$ cat config.mk
export PLATFORM = sky130hd
export DESIGN_NAME = ofd_decoder
export DESIGN_NICKNAME = d
export VERILOG_FILES = /design/src/ofd_pkg.sv /design/src/ofd_decoder.sv
export VERILOG_INCLUDE_DIRS = /design/src
export SDC_FILE = /design/constraint.sdc
export NUM_CORES = 1
export LEC_CHECK = 0
export BUFFER_PORTS_ARGS = -buffer_cell sky130_fd_sc_hd__buf_2
export CAP_MARGIN = 10
export CORE_MARGIN = 2
export CORE_UTILIZATION = 40
export DETAILED_ROUTE_END_ITERATION = 12
export GPL_TIMING_DRIVEN = 0
export PLACE_DENSITY = 0.66
export SETUP_SLACK_MARGIN = 0.2
export SLEW_MARGIN = 10
export SYNTH_ARGS = -nofsm -noshare
export SYNTH_HDL_FRONTEND = slang
export SYNTH_SLANG_ARGS = --single-unit
$ cat constraint.sdc
create_clock -name CLK_SYS -period 8.8 [get_ports CLK_SYS]
set_clock_uncertainty 0.2 [all_clocks]
set_input_delay 1.76 -clock CLK_SYS [delete_from_list [all_inputs] [get_ports CLK_SYS]]
set_output_delay 1.76 -clock CLK_SYS [all_outputs]
set_load 0.02 [all_outputs]
$ cat src/ofd_map.svh
// register offsets, field positions and fixed codes of the operand field decoder
// assumes: included by bare name from the decoder module; 8-bit byte address, 32-bit data
`ifndef OFD_MAP_SVH
`define OFD_MAP_SVH

// ----------------------------------------------------------------
// register offsets (byte addresses)
// ----------------------------------------------------------------
`define OFD_ADDR_CTRL    8'h00
`define OFD_ADDR_FIELD   8'h04
`define OFD_ADDR_WORD    8'h08
`define OFD_ADDR_RESULT  8'h0C
`define OFD_ADDR_EXT     8'h10
`define OFD_ADDR_IMM     8'h14
`define OFD_ADDR_STAT    8'h18

// ----------------------------------------------------------------
// field positions
// ----------------------------------------------------------------
`define OFD_CTRL_KIND    4:0
`define OFD_CTRL_SRC     5
`define OFD_CTRL_DUAL    6
`define OFD_FIELD_VAL    6:0
`define OFD_WORD_VAL     15:0
`define OFD_RES_RID      5:0
`define OFD_RES_LEGAL    8
`define OFD_RES_WIDTH    11:9
`define OFD_RES_SIGNED   12
`define OFD_STAT_ILLEGAL 0

// ----------------------------------------------------------------
// fixed codes
// ----------------------------------------------------------------
`define OFD_FULL_LONG_CODE 5'h0C
`define OFD_MOVE_AGU_BAD   3'h7
`define OFD_ZERO_HALF      16'h0000

`endif

$ cat src/ofd_pkg.sv
// types of the operand field decoder: field kinds, physical registers, widths, state
// assumes: compiled before the decoder module
package ofd_pkg;

	typedef enum logic [4:0] {
		OFD_K_PTR_FULL, OFD_K_MOVE_AGU, OFD_K_MOVE_AGU_ALT, OFD_K_PTR_LOW, OFD_K_SEC_INDEX,
		OFD_K_ALU_MAIN, OFD_K_ALU_UPPER, OFD_K_ALU_NO_LONG, OFD_K_ACC_OR_LONG, OFD_K_ACC_SET,
		OFD_K_DATA_WORD_SET, OFD_K_ACC_AB, OFD_K_AB_UPPER, OFD_K_FULL_MOVE, OFD_K_CD_PART,
		OFD_K_STACK_MISC, OFD_K_STACK_SPECIAL, OFD_K_AGU_EXTRA, OFD_K_BR_DISP7, OFD_K_BR_TOP2,
		OFD_K_BR_TOP3, OFD_K_OFF_PTR2, OFD_K_OFF_STACK, OFD_K_IMM5, OFD_K_IMM6, OFD_K_IMM7
	} ofd_kind_e;

	typedef enum logic [5:0] {
		OFD_R_PTR0, OFD_R_PTR1, OFD_R_PTR2, OFD_R_PTR3, OFD_R_PTR4, OFD_R_PTR5,
		OFD_R_INDEX, OFD_R_STACK_POINTER, OFD_R_SEC_INDEX, OFD_R_MODULO_MOD, OFD_R_FAST_IRQ_RET,
		OFD_R_ACC_A, OFD_R_ACC_A_EXT, OFD_R_ACC_A_HI, OFD_R_ACC_A_LO,
		OFD_R_ACC_B, OFD_R_ACC_B_EXT, OFD_R_ACC_B_HI, OFD_R_ACC_B_LO,
		OFD_R_ACC_C, OFD_R_ACC_C_EXT, OFD_R_ACC_C_HI, OFD_R_ACC_C_LO,
		OFD_R_ACC_D, OFD_R_ACC_D_EXT, OFD_R_ACC_D_HI, OFD_R_ACC_D_LO,
		OFD_R_LONG, OFD_R_LONG_HIGH_WORD, OFD_R_LONG_LOW_WORD, OFD_R_INPUT_WORD_ZERO,
		OFD_R_OPER_MODE, OFD_R_STATUS, OFD_R_LOOP_ADDR, OFD_R_LOOP_ADDR2,
		OFD_R_LOOP_COUNT, OFD_R_LOOP_COUNT2, OFD_R_HW_STACK, OFD_R_NONE
	} ofd_reg_e;

	typedef enum logic [2:0] {OFD_W_NONE, OFD_W16, OFD_W24, OFD_W32, OFD_W36} ofd_width_e;

	typedef struct packed {
		ofd_reg_e    rid;
		logic        legal;
		logic [15:0] imm;
	} ofd_dec_s;

	typedef struct packed {
		ofd_kind_e   kind;
		logic        src;
		logic        dual;
		logic [6:0]  fld;
		logic [15:0] word;
		ofd_reg_e    rid;
		logic        legal;
		ofd_width_e  width;
		logic        sgn;
		logic [31:0] ext;
		logic [15:0] imm;
		logic        sticky;
		logic [31:0] rdata;
	} ofd_state_s;

endpackage : ofd_pkg

$ cat src/ofd_decoder.sv
// operand register field decoder: maps an instruction field of a given kind onto a
// physical register, its width and word-write extension, or onto an extended immediate
// assumes: one 20 MHz clock, bus master on the same clock, no wait states
`timescale 1ns/1ps
`include "ofd_map.svh"

module ofd_decoder
	import ofd_pkg::*;
(
	input  wire logic        CLK_SYS,
	input  wire logic        SYS_RST,
	input  wire logic [7:0]  BUS_ADDR,
	input  wire logic [31:0] BUS_WDATA,
	input  wire logic        BUS_WR,
	input  wire logic        BUS_RD,
	output logic      [31:0] BUS_RDATA,
	output logic             DEC_ILLEGAL
);

	// ----------------------------------------------------------------
	// lookup tables, index is the raw field code
	// ----------------------------------------------------------------
	localparam ofd_reg_e PTR_FULL_TBL [0:7] = '{OFD_R_PTR0, OFD_R_PTR1, OFD_R_PTR2, OFD_R_PTR3,
		OFD_R_PTR4, OFD_R_PTR5, OFD_R_INDEX, OFD_R_STACK_POINTER};
	localparam ofd_reg_e ALU_MAIN_TBL [0:7] = '{OFD_R_ACC_A, OFD_R_ACC_B, OFD_R_ACC_C, OFD_R_ACC_D,
		OFD_R_LONG, OFD_R_INPUT_WORD_ZERO, OFD_R_LONG_LOW_WORD, OFD_R_LONG_HIGH_WORD};
	localparam ofd_reg_e ALU_UPPER_TBL [0:7] = '{OFD_R_ACC_A_HI, OFD_R_ACC_B_HI, OFD_R_ACC_C_HI,
		OFD_R_ACC_D_HI, OFD_R_INPUT_WORD_ZERO, OFD_R_LONG_LOW_WORD, OFD_R_LONG_HIGH_WORD, OFD_R_NONE};
	localparam ofd_reg_e NO_LONG_TBL [0:7] = '{OFD_R_ACC_A, OFD_R_ACC_B, OFD_R_ACC_C, OFD_R_ACC_D,
		OFD_R_INPUT_WORD_ZERO, OFD_R_LONG_LOW_WORD, OFD_R_LONG_HIGH_WORD, OFD_R_NONE};
	localparam ofd_reg_e ACC_LONG_TBL [0:7] = '{OFD_R_ACC_A, OFD_R_ACC_B, OFD_R_ACC_C, OFD_R_ACC_D,
		OFD_R_LONG, OFD_R_NONE, OFD_R_NONE, OFD_R_NONE};
	localparam ofd_reg_e DATA_WORD_TBL [0:3] = '{OFD_R_INPUT_WORD_ZERO, OFD_R_LONG_LOW_WORD,
		OFD_R_LONG_HIGH_WORD, OFD_R_NONE};
	localparam ofd_reg_e CD_PART_TBL [0:3] = '{OFD_R_ACC_C_EXT, OFD_R_ACC_D_EXT, OFD_R_ACC_C_LO,
		OFD_R_ACC_D_LO};
	// codes 0..15 are the signed-write subset, 16..30 the unsigned-write subset
	localparam ofd_reg_e FULL_TBL [0:31] = '{
		OFD_R_ACC_A, OFD_R_ACC_A_EXT, OFD_R_ACC_A_HI, OFD_R_ACC_A_LO,
		OFD_R_ACC_B, OFD_R_ACC_B_EXT, OFD_R_ACC_B_HI, OFD_R_ACC_B_LO,
		OFD_R_ACC_C, OFD_R_ACC_C_HI, OFD_R_ACC_D, OFD_R_ACC_D_HI,
		OFD_R_LONG, OFD_R_LONG_HIGH_WORD, OFD_R_LONG_LOW_WORD, OFD_R_INPUT_WORD_ZERO,
		OFD_R_PTR0, OFD_R_PTR1, OFD_R_PTR2, OFD_R_PTR3,
		OFD_R_PTR4, OFD_R_PTR5, OFD_R_INDEX, OFD_R_STACK_POINTER,
		OFD_R_MODULO_MOD, OFD_R_SEC_INDEX, OFD_R_OPER_MODE, OFD_R_STATUS,
		OFD_R_LOOP_ADDR, OFD_R_LOOP_COUNT, OFD_R_HW_STACK, OFD_R_NONE};
	localparam ofd_reg_e STACK_TBL [0:31] = '{
		OFD_R_ACC_A_EXT, OFD_R_ACC_B_EXT, OFD_R_ACC_C_EXT, OFD_R_ACC_D_EXT,
		OFD_R_LONG_LOW_WORD, OFD_R_LONG_HIGH_WORD, OFD_R_INPUT_WORD_ZERO, OFD_R_STACK_POINTER,
		OFD_R_MODULO_MOD, OFD_R_SEC_INDEX, OFD_R_LOOP_ADDR, OFD_R_LOOP_ADDR2,
		OFD_R_LOOP_COUNT, OFD_R_LOOP_COUNT2, OFD_R_HW_STACK, OFD_R_OPER_MODE,
		OFD_R_STATUS, OFD_R_NONE, OFD_R_NONE, OFD_R_NONE,
		OFD_R_NONE, OFD_R_NONE, OFD_R_NONE, OFD_R_NONE,
		OFD_R_NONE, OFD_R_NONE, OFD_R_NONE, OFD_R_NONE,
		OFD_R_NONE, OFD_R_NONE, OFD_R_NONE, OFD_R_NONE};

	// ----------------------------------------------------------------
	// field decode
	// ----------------------------------------------------------------
	function automatic ofd_dec_s ofd_decode(input ofd_kind_e k, input logic [6:0] f,
		input logic src, input logic dual);
		ofd_dec_s d;
		d.rid   = OFD_R_NONE;
		d.imm   = 16'h0000;
		d.legal = 1'b0;
		case (k)
			OFD_K_PTR_FULL:       d.rid = PTR_FULL_TBL[f[2:0]];
			OFD_K_MOVE_AGU,
			OFD_K_MOVE_AGU_ALT:   d.rid = (f[2:0] == `OFD_MOVE_AGU_BAD) ? OFD_R_NONE
				: PTR_FULL_TBL[f[2:0]];
			OFD_K_PTR_LOW:        d.rid = PTR_FULL_TBL[{1'b0, f[1:0]}];
			OFD_K_SEC_INDEX:      d.rid = dual ? OFD_R_SEC_INDEX : OFD_R_NONE;
			OFD_K_ALU_MAIN:       d.rid = ALU_MAIN_TBL[f[2:0]];
			OFD_K_ALU_UPPER:      d.rid = ALU_UPPER_TBL[f[2:0]];
			OFD_K_ALU_NO_LONG:    d.rid = NO_LONG_TBL[f[2:0]];
			OFD_K_ACC_OR_LONG:    d.rid = ACC_LONG_TBL[f[2:0]];
			OFD_K_ACC_SET:        d.rid = ALU_MAIN_TBL[{1'b0, f[1:0]}];
			OFD_K_DATA_WORD_SET:  d.rid = DATA_WORD_TBL[f[1:0]];
			OFD_K_ACC_AB:         d.rid = f[0] ? OFD_R_ACC_B : OFD_R_ACC_A;
			OFD_K_AB_UPPER: begin
				// only meaningful as a parallel-move source
				if (src) begin
					d.rid = f[0] ? OFD_R_ACC_B_HI : OFD_R_ACC_A_HI;
				end
			end
			OFD_K_FULL_MOVE: begin
				// the long register has no source path in this field
				if (!(src && f[4:0] == `OFD_FULL_LONG_CODE)) begin
					d.rid = FULL_TBL[f[4:0]];
				end
			end
			OFD_K_CD_PART:        d.rid = CD_PART_TBL[f[1:0]];
			OFD_K_STACK_MISC:     d.rid = STACK_TBL[f[4:0]];
			OFD_K_STACK_SPECIAL:  d.rid = STACK_TBL[{1'b0, f[3:0]}];
			OFD_K_AGU_EXTRA:      d.rid = f[0] ? OFD_R_FAST_IRQ_RET : OFD_R_MODULO_MOD;
			OFD_K_BR_DISP7:       d.imm = {{9{f[6]}}, f[6:0]};
			OFD_K_BR_TOP2:        d.imm = {14'h0000, f[1:0]};
			OFD_K_BR_TOP3:        d.imm = {13'h0000, f[2:0]};
			OFD_K_OFF_PTR2: begin
				d.rid = OFD_R_PTR2;
				d.imm = {10'h000, f[5:0]};
			end
			OFD_K_OFF_STACK: begin
				d.rid = OFD_R_STACK_POINTER;
				d.imm = 16'h0000 - {10'h000, f[5:0]};
			end
			OFD_K_IMM5:           d.imm = {{11{f[4]}}, f[4:0]};
			OFD_K_IMM6:           d.imm = {{10{f[5]}}, f[5:0]};
			OFD_K_IMM7:           d.imm = {{9{f[6]}}, f[6:0]};
			default:              d.rid = OFD_R_NONE;
		endcase
		// immediate-only kinds carry no register yet are legal
		case (k)
			OFD_K_BR_DISP7, OFD_K_BR_TOP2, OFD_K_BR_TOP3,
			OFD_K_IMM5, OFD_K_IMM6, OFD_K_IMM7: d.legal = 1'b1;
			default:                            d.legal = (d.rid != OFD_R_NONE);
		endcase
		return d;
	endfunction : ofd_decode

	function automatic ofd_width_e ofd_width(input ofd_reg_e r);
		case (r)
			OFD_R_ACC_A, OFD_R_ACC_B, OFD_R_ACC_C, OFD_R_ACC_D:   return OFD_W36;
			OFD_R_LONG:                                           return OFD_W32;
			OFD_R_PTR0, OFD_R_PTR1, OFD_R_PTR2, OFD_R_PTR3, OFD_R_PTR4, OFD_R_PTR5,
			OFD_R_INDEX, OFD_R_STACK_POINTER, OFD_R_SEC_INDEX:    return OFD_W24;
			OFD_R_NONE:                                           return OFD_W_NONE;
			default:                                              return OFD_W16;
		endcase
	endfunction : ofd_width

	// data-alu registers take sign extension on a word write except the long register, which takes the word in its high half; all others zero extension
	function automatic logic ofd_signed_write(input ofd_reg_e r);
		return (r >= OFD_R_ACC_A) && (r <= OFD_R_INPUT_WORD_ZERO);
	endfunction : ofd_signed_write

	// ----------------------------------------------------------------
	// state
	// ----------------------------------------------------------------
	ofd_state_s state_reg;
	ofd_state_s state_next;
	ofd_dec_s   dec;

	always_comb begin
		state_next = state_reg;
		dec        = ofd_decode(state_reg.kind, state_reg.fld, state_reg.src, state_reg.dual);

		// decode stage: inputs registered last cycle give results this cycle
		state_next.rid   = dec.rid;
		state_next.legal = dec.legal;
		state_next.imm   = dec.imm;
		state_next.width = ofd_width(dec.rid);
		state_next.sgn   = ofd_signed_write(dec.rid);
		if (!dec.legal || dec.rid == OFD_R_NONE) begin
			state_next.ext = 32'h0000_0000;
		end else if (dec.rid == OFD_R_LONG) begin
			state_next.ext = {state_reg.word, `OFD_ZERO_HALF};
		end else if (ofd_signed_write(dec.rid)) begin
			state_next.ext = {{16{state_reg.word[15]}}, state_reg.word};
		end else begin
			state_next.ext = {16'h0000, state_reg.word};
		end

		// register writes
		if (BUS_WR) begin
			case (BUS_ADDR)
				`OFD_ADDR_CTRL: begin
					state_next.kind = ofd_kind_e'(BUS_WDATA[`OFD_CTRL_KIND]);
					state_next.src  = BUS_WDATA[`OFD_CTRL_SRC];
					state_next.dual = BUS_WDATA[`OFD_CTRL_DUAL];
				end
				`OFD_ADDR_FIELD: state_next.fld  = BUS_WDATA[`OFD_FIELD_VAL];
				`OFD_ADDR_WORD:  state_next.word = BUS_WDATA[`OFD_WORD_VAL];
				`OFD_ADDR_STAT: begin
					if (BUS_WDATA[`OFD_STAT_ILLEGAL]) begin
						state_next.sticky = 1'b0;
					end
				end
				default: state_next.sticky = state_next.sticky;
			endcase
		end
		// an illegal result standing in the result register beats a clear in the same cycle
		if (state_reg.legal == 1'b0 && state_reg.width == OFD_W_NONE && state_reg.rid == OFD_R_NONE) begin
			state_next.sticky = 1'b1;
		end

		// read data stand only in the cycle after the strobe
		state_next.rdata = 32'h0000_0000;
		if (BUS_RD) begin
			case (BUS_ADDR)
				`OFD_ADDR_CTRL:   state_next.rdata = {25'h0, state_reg.dual, state_reg.src, state_reg.kind};
				`OFD_ADDR_FIELD:  state_next.rdata = {25'h0, state_reg.fld};
				`OFD_ADDR_WORD:   state_next.rdata = {16'h0000, state_reg.word};
				`OFD_ADDR_RESULT: state_next.rdata = {19'h0, state_reg.sgn, state_reg.width,
					state_reg.legal, 2'h0, state_reg.rid};
				`OFD_ADDR_EXT:    state_next.rdata = state_reg.ext;
				`OFD_ADDR_IMM:    state_next.rdata = {16'h0000, state_reg.imm};
				`OFD_ADDR_STAT:   state_next.rdata = {31'h0, state_reg.sticky};
				default:          state_next.rdata = 32'h0000_0000;
			endcase
		end
	end

	// reset leaves kind 0 with field 0, whose first decode is a legal pointer
	always_ff @(posedge CLK_SYS or posedge SYS_RST) begin
		if (SYS_RST) begin
			state_reg <= '0;
		end else begin
			state_reg <= state_next;
		end
	end

	assign BUS_RDATA   = state_reg.rdata;
	assign DEC_ILLEGAL = ~state_reg.legal;
endmodule : ofd_decoder

Word level (Yosys, flattened, before mapping)
Memory sizes are Yosys's and may differ from the RTL's. A register that Yosys moved wholly into a read port is not among the register bits.
Index checks and enable logic that the tools add are counted.
Word-level totals
  bits in registers: 119
  ROM bits: 1104
  output and inout bits: 33
  memories: 11
Operators by class
  add/sub/neg operators: 1
  order comparisons: 7
  equal/unequal tests: 37
  mux-type cells: 45
  bitwise gates (word level): 6
  reduce and logical (&&, ||, !) cells: 19
Memories
  (name not given): depth 32, width 6, rd ports 1, clocked after Yosys merged registers in 0, wr ports 0, line ofd_decoder.sv:94  | OFD_K_STACK_SPECIAL: d.rid = STACK_TBL[{1'b0, f[3:0]}];
  (name not given): depth 32, width 6, rd ports 1, clocked after Yosys merged registers in 0, wr ports 0, line ofd_decoder.sv:93  | OFD_K_STACK_MISC: d.rid = STACK_TBL[f[4:0]];
  (name not given): depth 32, width 6, rd ports 1, clocked after Yosys merged registers in 0, wr ports 0, line ofd_decoder.sv:89  | d.rid = FULL_TBL[f[4:0]];
  (name not given): depth 64, width 3, rd ports 1, clocked after Yosys merged registers in 1, wr ports 0, line ofd_decoder.sv:122  | case (r)
  (name not given): depth 8, width 6, rd ports 1, clocked after Yosys merged registers in 0, wr ports 0, line ofd_decoder.sv:77  | OFD_K_ACC_SET: d.rid = ALU_MAIN_TBL[{1'b0, f[1:0]}];
  (name not given): depth 8, width 6, rd ports 1, clocked after Yosys merged registers in 0, wr ports 0, line ofd_decoder.sv:76  | OFD_K_ACC_OR_LONG: d.rid = ACC_LONG_TBL[f[2:0]];
  +5 memories
Operator list (number)
  $pmux W32 S7: 1
  $mux W6: 28
  $mux W32: 4
  $pmux W6 S19: 1
  $pmux W16 S7: 1
  $eq A5 B5 Y1 const B: 10
  $eq A5 B4 Y1 const B: 9
  $bmux W6 S2: 2
  $eq A8 B5 Y1 const B: 3
  $eq A5 B3 Y1 const B: 4
  $eq A8 B4 Y1 const B: 2
  $eq A6 B6 Y1 const B: 2
  $ge A6 B6 Y1 const B: 2
  $eq A5 B2 Y1 const B: 2
  $eq A8 B3 Y1 const B: 1
  $ge A4 B4 Y1 const B: 2
  $logic_not A8 Y1: 1
  $sub A1 B6 Y7 const A: 1
  $eq A6 B5 Y1 const B: 1
  $ge A6 B4 Y1 const B: 1
  $le A6 B5 Y1 const B: 1
  $ne A6 B6 Y1 const B: 1
  $not A4 Y6: 1
  $not A5 Y6: 1
  other kinds (21): 33

Longest topological paths before layout
Gate-level depths: netlist (run 1).
  depth in word-level cells: 11
  gate-level depth with buffers: 18
  depth with buffers taken out: 16

Worst setup path before layout (run 1)
OpenSTA, ideal clock, no wires.
  kind: input to register
  start: input port BUS_ADDR[1]
  end: register state_reg[100] in the netlist's numbering
  setup time: 125 ps
  data arrival time: 3416 ps
  slack: 5060 ps
  stages: 8
  path buffers: 2
  path through: nor3_1 -> nand2_1 -> nor3b_1 -> nor2b_1 -> clkbuf_1 -> nand2_1 -> clkbuf_1 -> mux2_2
On the way
  cells in the longest elaborated chain, start to end: 2
Ends and longest elaborated chain
  from (decl): line ofd_decoder.sv:12  | input wire logic [7:0] BUS_ADDR,
  $eq A8 B4 Y1: line ofd_decoder.sv:166  | case (BUS_ADDR)
  $reduce_and A2 Y1 (no source line)
  to (signal assigned): line ofd_decoder.sv:209  | state_reg <= state_next;
  to (decl): line ofd_decoder.sv:140  | ofd_state_s state_reg;
No other way between the ends.
A chain may end at the register's enable or synchronous reset.

==> results.sh, run 1 <==
export IMPL_status="complete, no violations"
export IMPL_wl_per_cell_um=21.0
export IMPL_detailedRoute_firstPassIterationCount=5
export IMPL_post_synth_top_flop="sky130_fd_sc_hd__dfrtp_1"
export IMPL_synthesis_area_per_instance_um2=9.96
export IMPL_synth_simple_gate_area_share_pct=18.6
export IMPL_rel_slew_slack_pct=31.6
export IMPL_first_iter_violations=652
export IMPL_setup_total_negative_slack_ps=0
export IMPL_rsz0062_at_grt="no"
export IMPL_yosys_warnings=0
export IMPL_die_w_um=131
export IMPL_design_final_nets=781
export IMPL_number_of_hold_buffers_added_after_cts=0
export IMPL_count_of_final_hold_check_violations=0
export IMPL_cts_root_buf="sky130_fd_sc_hd__clkbuf_16"
export IMPL_post_route_drc_count=0
export IMPL_num_rows=46
export IMPL_synth_mux_area_fraction_pct=8.93
export IMPL_synth_seq_cells=113
export IMPL_cts_inserted_buffers=17
export IMPL_pwr_density_cell_mw_per_mm2=187
export IMPL_post_cts_setup_buffer_count=0
export IMPL_syn_num_nets=703
export IMPL_die_area_mm2=0.0171
export IMPL_setup_crit_path_kind="reg2reg"
export IMPL_num_antenna_cells=0
export IMPL_synth_yosys_seq_area_share_pct=43.9
export IMPL_port_buffers=58
export IMPL_syn_inst=647
export IMPL_first_pass_grt_wire_length_um=31000
export IMPL_fraction_of_final_layout_cells_sized_beyond_drive_strength_1_pct=30.8
export IMPL_die_height_um=131
export IMPL_grt_start_max_net_pins=79
export IMPL_critPathRequiredTime_ps=8900
export IMPL_peak_ir_drop_on_the_vdd_network_mv=0.147
export IMPL_worst_hold_path_type="reg2reg"
export IMPL_htree_num_levels=4
export IMPL_clk_insertion_delay_late_ps=410
export IMPL_cts_tree="yes"
export IMPL_max_freq_mhz=231
export IMPL_clk_path_buf_depth=2
export IMPL_tritoncts_num_sinks=113
export IMPL_cts_resized=0
export IMPL_first_global_vias=5384
export IMPL_routed_via_count=5466
export IMPL_syn_area_mm2=0.00644
export IMPL_start_kind="flip-flop"
export IMPL_largest_family_of_logic_cells_by_synthesized_area="simple AND/OR/NAND/NOR gates"
export IMPL_final_antenna_net_count=0
export IMPL_clock_transition_at_the_registers_of_the_reported_paths_ps=60
export IMPL_start_util_pct=40.7
export IMPL_largest_reg_flops=81
export IMPL_synth_compound_area_share_pct=17.0
export IMPL_totalWireLength_um=20100
export IMPL_critical_path_peak_fanout=10
export IMPL_sort_of_element_at_the_end_of_the_critical_path="flip-flop"
export IMPL_synth_edff_count=0
export IMPL_core_area_mm2=0.0158
export IMPL_leakage_nw=3.71
export IMPL_xor_xnor_fraction_of_synth_area_pct=0.544
export IMPL_globalRouteOverflowTotal=0
export IMPL_timing_final_crit_share_pct=49.2
export IMPL_crit_arrival_ps=4430
export IMPL_avg_vias_per_cell=5.73
export IMPL_num_io_pins=77
export IMPL_setup_reg_to_reg_worst_slack_ps=4470
export IMPL_post_route_util_pct=48.5
export IMPL_max_cap_violations=0
export IMPL_antenna_violations_before_repair=0
export IMPL_setup_violations=0
export IMPL_syn2layout_area_growth_pct=19.2
export IMPL_power_w=0.00144
export IMPL_globalplace_congestion=0.976
export IMPL_async_set_reset_flop_share_out_of_synthesis_pct=100
export IMPL_synth_lib_cells_used_distinct=79
export IMPL_yosys_area_share_adder_pct=2.33
export IMPL_slew_viol_final=0
export IMPL_n_fill_cell=1432
export IMPL_track_usage_pct=24.2
export IMPL_final_min_clock_period_ps=4330
export IMPL_worstMarginPinSlew_ps=1020
export IMPL_post_dp_hpwl_um=14700
==> metal layers <==
| layer | up-vias | track usage, % | wire (µm) | part of all wire, % |
|---|---|---|---|---|
| met2 | 235 | 39.6 | 9630 | 48 |
| met4 | 0 | 9.51 | 600 | 3.0 |
| met5 | - | 0 | 0 | 0 |
| met1 | 2719 | 32.1 | 8640 | 43 |
| met3 | 44 | 4.28 | 1190 | 5.9 |
| li1 | 2468 | - | - | - |
==> synth_stat cells (7+ instances only) <==
| master | n | area share [%] |
|---|---|---|
| sky130_fd_sc_hd__a21oi_1 | 36 | 2.8 |
| sky130_fd_sc_hd__a22oi_1 | 20 | 2.3 |
| sky130_fd_sc_hd__a31oi_1 | 7 | 0.68 |
| sky130_fd_sc_hd__and3_1 | 36 | 3.5 |
| sky130_fd_sc_hd__buf_2 | 12 | 0.93 |
| sky130_fd_sc_hd__buf_4 | 37 | 4.3 |
| sky130_fd_sc_hd__clkbuf_1 | 21 | 1.2 |
| sky130_fd_sc_hd__dfrtp_1 | 113 | 44 |
| sky130_fd_sc_hd__ha_1 | 12 | 2.3 |
| sky130_fd_sc_hd__inv_1 | 18 | 1.0 |
| sky130_fd_sc_hd__mux2_2 | 44 | 7.7 |
| sky130_fd_sc_hd__mux2i_1 | 8 | 1.2 |
| sky130_fd_sc_hd__nand2_1 | 55 | 3.2 |
| sky130_fd_sc_hd__nand2b_1 | 7 | 0.68 |
| sky130_fd_sc_hd__nand3_1 | 13 | 1.0 |
| sky130_fd_sc_hd__nor2_1 | 28 | 1.6 |
| sky130_fd_sc_hd__nor2b_1 | 9 | 0.87 |
| sky130_fd_sc_hd__nor3_1 | 12 | 0.93 |
| sky130_fd_sc_hd__o21ai_0 | 27 | 2.1 |
| sky130_fd_sc_hd__o21ai_2 | 9 | 1.2 |
==> cells in the final DEF, fill, tap and decap left out, types with 7 or more instances in the layout <==
| cell type | count |
|---|---|
| sky130_fd_sc_hd__a21oi_1 | 36 |
| sky130_fd_sc_hd__a22oi_1 | 20 |
| sky130_fd_sc_hd__a31oi_1 | 7 |
| sky130_fd_sc_hd__and3_1 | 36 |
| sky130_fd_sc_hd__buf_2 | 70 |
| sky130_fd_sc_hd__buf_4 | 37 |
| sky130_fd_sc_hd__clkbuf_1 | 22 |
| sky130_fd_sc_hd__clkbuf_16 | 17 |
| sky130_fd_sc_hd__dfrtp_1 | 113 |
| sky130_fd_sc_hd__ha_1 | 12 |
| sky130_fd_sc_hd__inv_1 | 17 |
| sky130_fd_sc_hd__mux2_2 | 44 |
| sky130_fd_sc_hd__mux2i_1 | 8 |
| sky130_fd_sc_hd__nand2_1 | 55 |
| sky130_fd_sc_hd__nand2b_1 | 7 |
| sky130_fd_sc_hd__nand3_1 | 13 |
| sky130_fd_sc_hd__nor2_1 | 28 |
| sky130_fd_sc_hd__nor2b_1 | 9 |
| sky130_fd_sc_hd__nor3_1 | 12 |
| sky130_fd_sc_hd__o21ai_0 | 27 |
| sky130_fd_sc_hd__o21ai_2 | 9 |
==> power by group <==
part,internal [W],switching [W],total [W],leakage (nW)
sequential,0.000535,0.0000153,0.000551,1.55
clock,0.000501,0.000239,0.000740,0.306
combinational,0.0000520,0.0000967,0.000149,1.85
==> kinds of logic (layout without fill, tap and decap cells) <==
logic type                 count (synthesis)  count (layout)
adders and majority gates                 12              12
muxes                                     52              52
AOI/OAI and AO/OA                        154             154
and+or+nand+nor                          214             214
xor gates and xnor gates                   4               4
buffers and inverters                     98             189
DFF                                      113             113
==> area by class of cell <==
class	count	area, µm²	area share [%]
multi-input cells	436	3060	39.8
flip-flops and latches	113	2830	36.8
well taps	216	270	3.52
clock inverters	14	214	2.79
plain buffers	76	477	6.21
inverters	22	87.6	1.14
clock buffers	18	429	5.59
repair buffers	59	318	4.14
==> stage by stage <==
stage / worst slack [ps] / instances / hold WS (ps) / instance area [µm²]
after floorplan: 3850 / 647 / 251 / 6440
after global placement: 2880 / 921 / 263 / 7000
after detailed placement: 4350 / 922 / 263 / 7040
after CTS: 4560 / 954 / 278 / 7680
after global routing: 4320 / 954 / 293 / 7680
final: 4470 / 954 / 277 / 7680
==> critical path: stages (launching register included) <==
cell                       delay, ps
sky130_fd_sc_hd__dfrtp_1         420
sky130_fd_sc_hd__buf_2           350
sky130_fd_sc_hd__inv_1           280
sky130_fd_sc_hd__ha_1            250
sky130_fd_sc_hd__clkbuf_1        280
sky130_fd_sc_hd__o21ai_0         270
sky130_fd_sc_hd__nor2_1           80
sky130_fd_sc_hd__a21oi_1         290
sky130_fd_sc_hd__o221ai_1        150
sky130_fd_sc_hd__a211oi_1        260
sky130_fd_sc_hd__and2_1          250
sky130_fd_sc_hd__inv_1            90
sky130_fd_sc_hd__ha_1            240
sky130_fd_sc_hd__inv_1            80
sky130_fd_sc_hd__nand3_1          70
sky130_fd_sc_hd__a21oi_1         170
sky130_fd_sc_hd__a311o_2         230
sky130_fd_sc_hd__buf_6           190
sky130_fd_sc_hd__o21ai_2          70
==> worst paths after layout <==
path,from,endpoint,depth (start not counted)
min in group asynchronous,SYS_RST,BUS_RDATA[5],2
max in group asynchronous,SYS_RST,state_reg[103],3
worst min-delay path,state_reg[73],BUS_RDATA[24],1
worst max register to register,state_reg[109],state_reg[78],18
worst min register to register,state_reg[73],BUS_RDATA[24],1
worst max-delay path,state_reg[109],state_reg[78],18
Note: power is estimated with default switching activity, not from simulation.
==> run 2, diff against run 1 <==
==> constraint.sdc (replaced) <==
create_clock -name CLK_SYS -period 4.3 [get_ports CLK_SYS]
set_clock_uncertainty 0.2 [all_clocks]
set_input_delay 0.86 -clock CLK_SYS [delete_from_list [all_inputs] [get_ports CLK_SYS]]
set_output_delay 0.86 -clock CLK_SYS [all_outputs]
set_load 0.02 [all_outputs]
==> run 2 against run 1 <==
Net effect:
- fmax increased by 8.6%
- register-to-register slack got worse by 4200 ps
- cell count increased by 0.21%
==> results.sh, run 2 (synthesis results as in run 1) <==
export IMPL_tritoncts_num_sinks=113
export IMPL_globalplace_congestion=0.976
export IMPL_clock_transition_at_the_registers_of_the_reported_paths_ps=50
export IMPL_post_route_drc_count=0
export IMPL_syn2layout_area_growth_pct=19.9
export IMPL_track_usage_pct=24.2
export IMPL_routed_via_count=5486
export IMPL_first_global_vias=5379
export IMPL_port_buffers=58
export IMPL_setup_worst_path_start="state_reg[108]"
export IMPL_setup_violations=0
export IMPL_core_area_mm2=0.0158
export IMPL_critical_path_peak_fanout=10
export IMPL_largest_reg_flops=81
export IMPL_rsz0062_at_grt="no"
export IMPL_critPathCapture="state_reg[71]"
export IMPL_sort_of_element_at_the_end_of_the_critical_path="flip-flop"
export IMPL_critPathRequiredTime_ps=4380
export IMPL_max_cap_violations=0
export IMPL_rel_slew_slack_pct=31.8
export IMPL_cts_inserted_buffers=17
export IMPL_r2r_worst_path_cells=15
export IMPL_first_iter_violations=601
export IMPL_setup_ws_pre_cts_ps=102
export IMPL_fraction_of_final_layout_cells_sized_beyond_drive_strength_1_pct=32.0
export IMPL_final_antenna_net_count=0
export IMPL_num_io_pins=77
export IMPL_crit_reg2reg_capture="state_reg[71]"
export IMPL_htree_num_levels=4
export IMPL_first_pass_grt_wire_length_um=31000
export IMPL_cts_tree="yes"
export IMPL_post_dp_hpwl_um=14700
export IMPL_cts_root_buf="sky130_fd_sc_hd__clkbuf_16"
export IMPL_count_of_final_hold_check_violations=0
export IMPL_wl_per_cell_um=20.9
export IMPL_die_area_mm2=0.0171
export IMPL_globalRouteOverflowTotal=0
export IMPL_grt_start_max_net_pins=79
export IMPL_clk_insertion_delay_late_ps=410
export IMPL_detailedRoute_firstPassIterationCount=5
export IMPL_number_of_hold_buffers_added_after_cts=0
export IMPL_leakage_nw=3.73
export IMPL_worstMarginPinSlew_ps=1010
export IMPL_avg_vias_per_cell=5.74
export IMPL_layout_setup_ws_ps=312
export IMPL_commonest_cells_after_routing_fill_and_taps_aside="sky130_fd_sc_hd__dfrtp_1 (112), sky130_fd_sc_hd__buf_2 (70), sky130_fd_sc_hd__nand2_1 (55)"
export IMPL_totalWireLength_um=20000
export IMPL_num_antenna_cells=0
export IMPL_n_fill_cell=1430
export IMPL_max_freq_mhz=251
export IMPL_die_w_um=131
export IMPL_pwr_density_cell_mw_per_mm2=382
export IMPL_crit_arrival_ps=4070
export IMPL_peak_ir_drop_on_the_vdd_network_mv=0.300
export IMPL_final_common_cell="sky130_fd_sc_hd__dfrtp_1"
export IMPL_power_w=0.00295
export IMPL_slew_viol_final=0
export IMPL_final_cell_area_mm2=0.00773
export IMPL_whs_ps=240
export IMPL_design_final_nets=783
export IMPL_worst_hold_path_type="in2async"
export IMPL_start_kind="flip-flop"
export IMPL_die_height_um=131
export IMPL_place_area_mm2=0.00704
export IMPL_setup_reg_to_reg_worst_slack_ps=310
export IMPL_clk_path_buf_depth=2
export IMPL_status="complete, no violations"
export IMPL_num_rows=46
export IMPL_setup_total_negative_slack_ps=0
export IMPL_antenna_violations_before_repair=0
export IMPL_worst_r2r_startpoint="state_reg[108]"
export IMPL_timing_final_crit_share_pct=92.7
export IMPL_setup_crit_path_kind="reg2reg"
export IMPL_final_min_clock_period_ps=3990
export IMPL_start_util_pct=40.7
[run 2: cell count changes in the layout (fill, tap and decap cells not counted), moves of 2 or more]
cell / previous run / this run
sky130_fd_sc_hd__clkbuf_1: 22 / 19
sky130_fd_sc_hd__ha_1: 12 / 10
sky130_fd_sc_hd__buf_4: 37 / 39
sky130_fd_sc_hd__clkbuf_2: 0 / 2
[run 2: final cells by class]
| class | instances | area (µm²) | share of cell area [%] |
|---|---|---|---|
| Tap cell | 216 | 270 | 3.50 |
| Multi-Input combinational cell | 436 | 3080 | 39.8 |
| Clock buffer | 18 | 429 | 5.55 |
| Buffer | 76 | 487 | 6.30 |
| Sequential cell | 113 | 2830 | 36.6 |
| Clock inverter | 14 | 214 | 2.77 |
| Timing Repair Buffer | 61 | 333 | 4.31 |
| Inverter | 22 | 91.3 | 1.18 |
[run 2: per-stage QoR]
step,util (%),cells
after floorplan,-,647
after global placement,44.3,921
after detailed placement,44.5,922
after CTS,48.6,954
after global routing,48.8,956
final,48.8,956
[run 2: what timing repair did]
item	CTS	global route
buffers inserted	0	2
gates resized for setup	5	8
setup endpoints to repair	30	30
[run 2: critical path, stage by stage (launching register included)]
cell                       delay (ps)
sky130_fd_sc_hd__dfrtp_1          460
sky130_fd_sc_hd__buf_4            220
sky130_fd_sc_hd__inv_1            210
sky130_fd_sc_hd__ha_2             210
sky130_fd_sc_hd__clkbuf_2         260
sky130_fd_sc_hd__nand4b_1         160
sky130_fd_sc_hd__or2_2            340
sky130_fd_sc_hd__o21ai_0          100
sky130_fd_sc_hd__o21ai_0          170
sky130_fd_sc_hd__nand3_1          310
sky130_fd_sc_hd__ha_1             260
sky130_fd_sc_hd__nand2_1          110
sky130_fd_sc_hd__or3_4            410
sky130_fd_sc_hd__nand3_2          150
sky130_fd_sc_hd__buf_6            190
sky130_fd_sc_hd__o21ai_1           80
[run 2: how the worst min path moves through the flow]
stage               slack, ps             end          start
CTS                       240    BUS_RDATA[5]        SYS_RST
global route              260  state_reg[121]        SYS_RST
global placement          260   BUS_RDATA[27]  state_reg[76]
floorplan                 250   BUS_RDATA[30]  state_reg[79]
finish                    240    BUS_RDATA[5]        SYS_RST
detailed placement        260   BUS_RDATA[30]  state_reg[79]
[run 2: power breakdown]
part           switching [W]  internal, W
clock               0.000488      0.00103
sequential         0.0000315      0.00110
combinational       0.000199     0.000110
[run 2: per-layer routing]
| metal | wire (µm) | vias to the layer above | GRT usage [%] |
|---|---|---|---|
| met1 | 8510 | 2729 | 32.1 |
| met2 | 9590 | 244 | 39.6 |
| met4 | 605 | 0 | 9.51 |
| met5 | 0 | - | 0 |
| met3 | 1250 | 38 | 4.28 |
| li1 | - | 2475 | - |
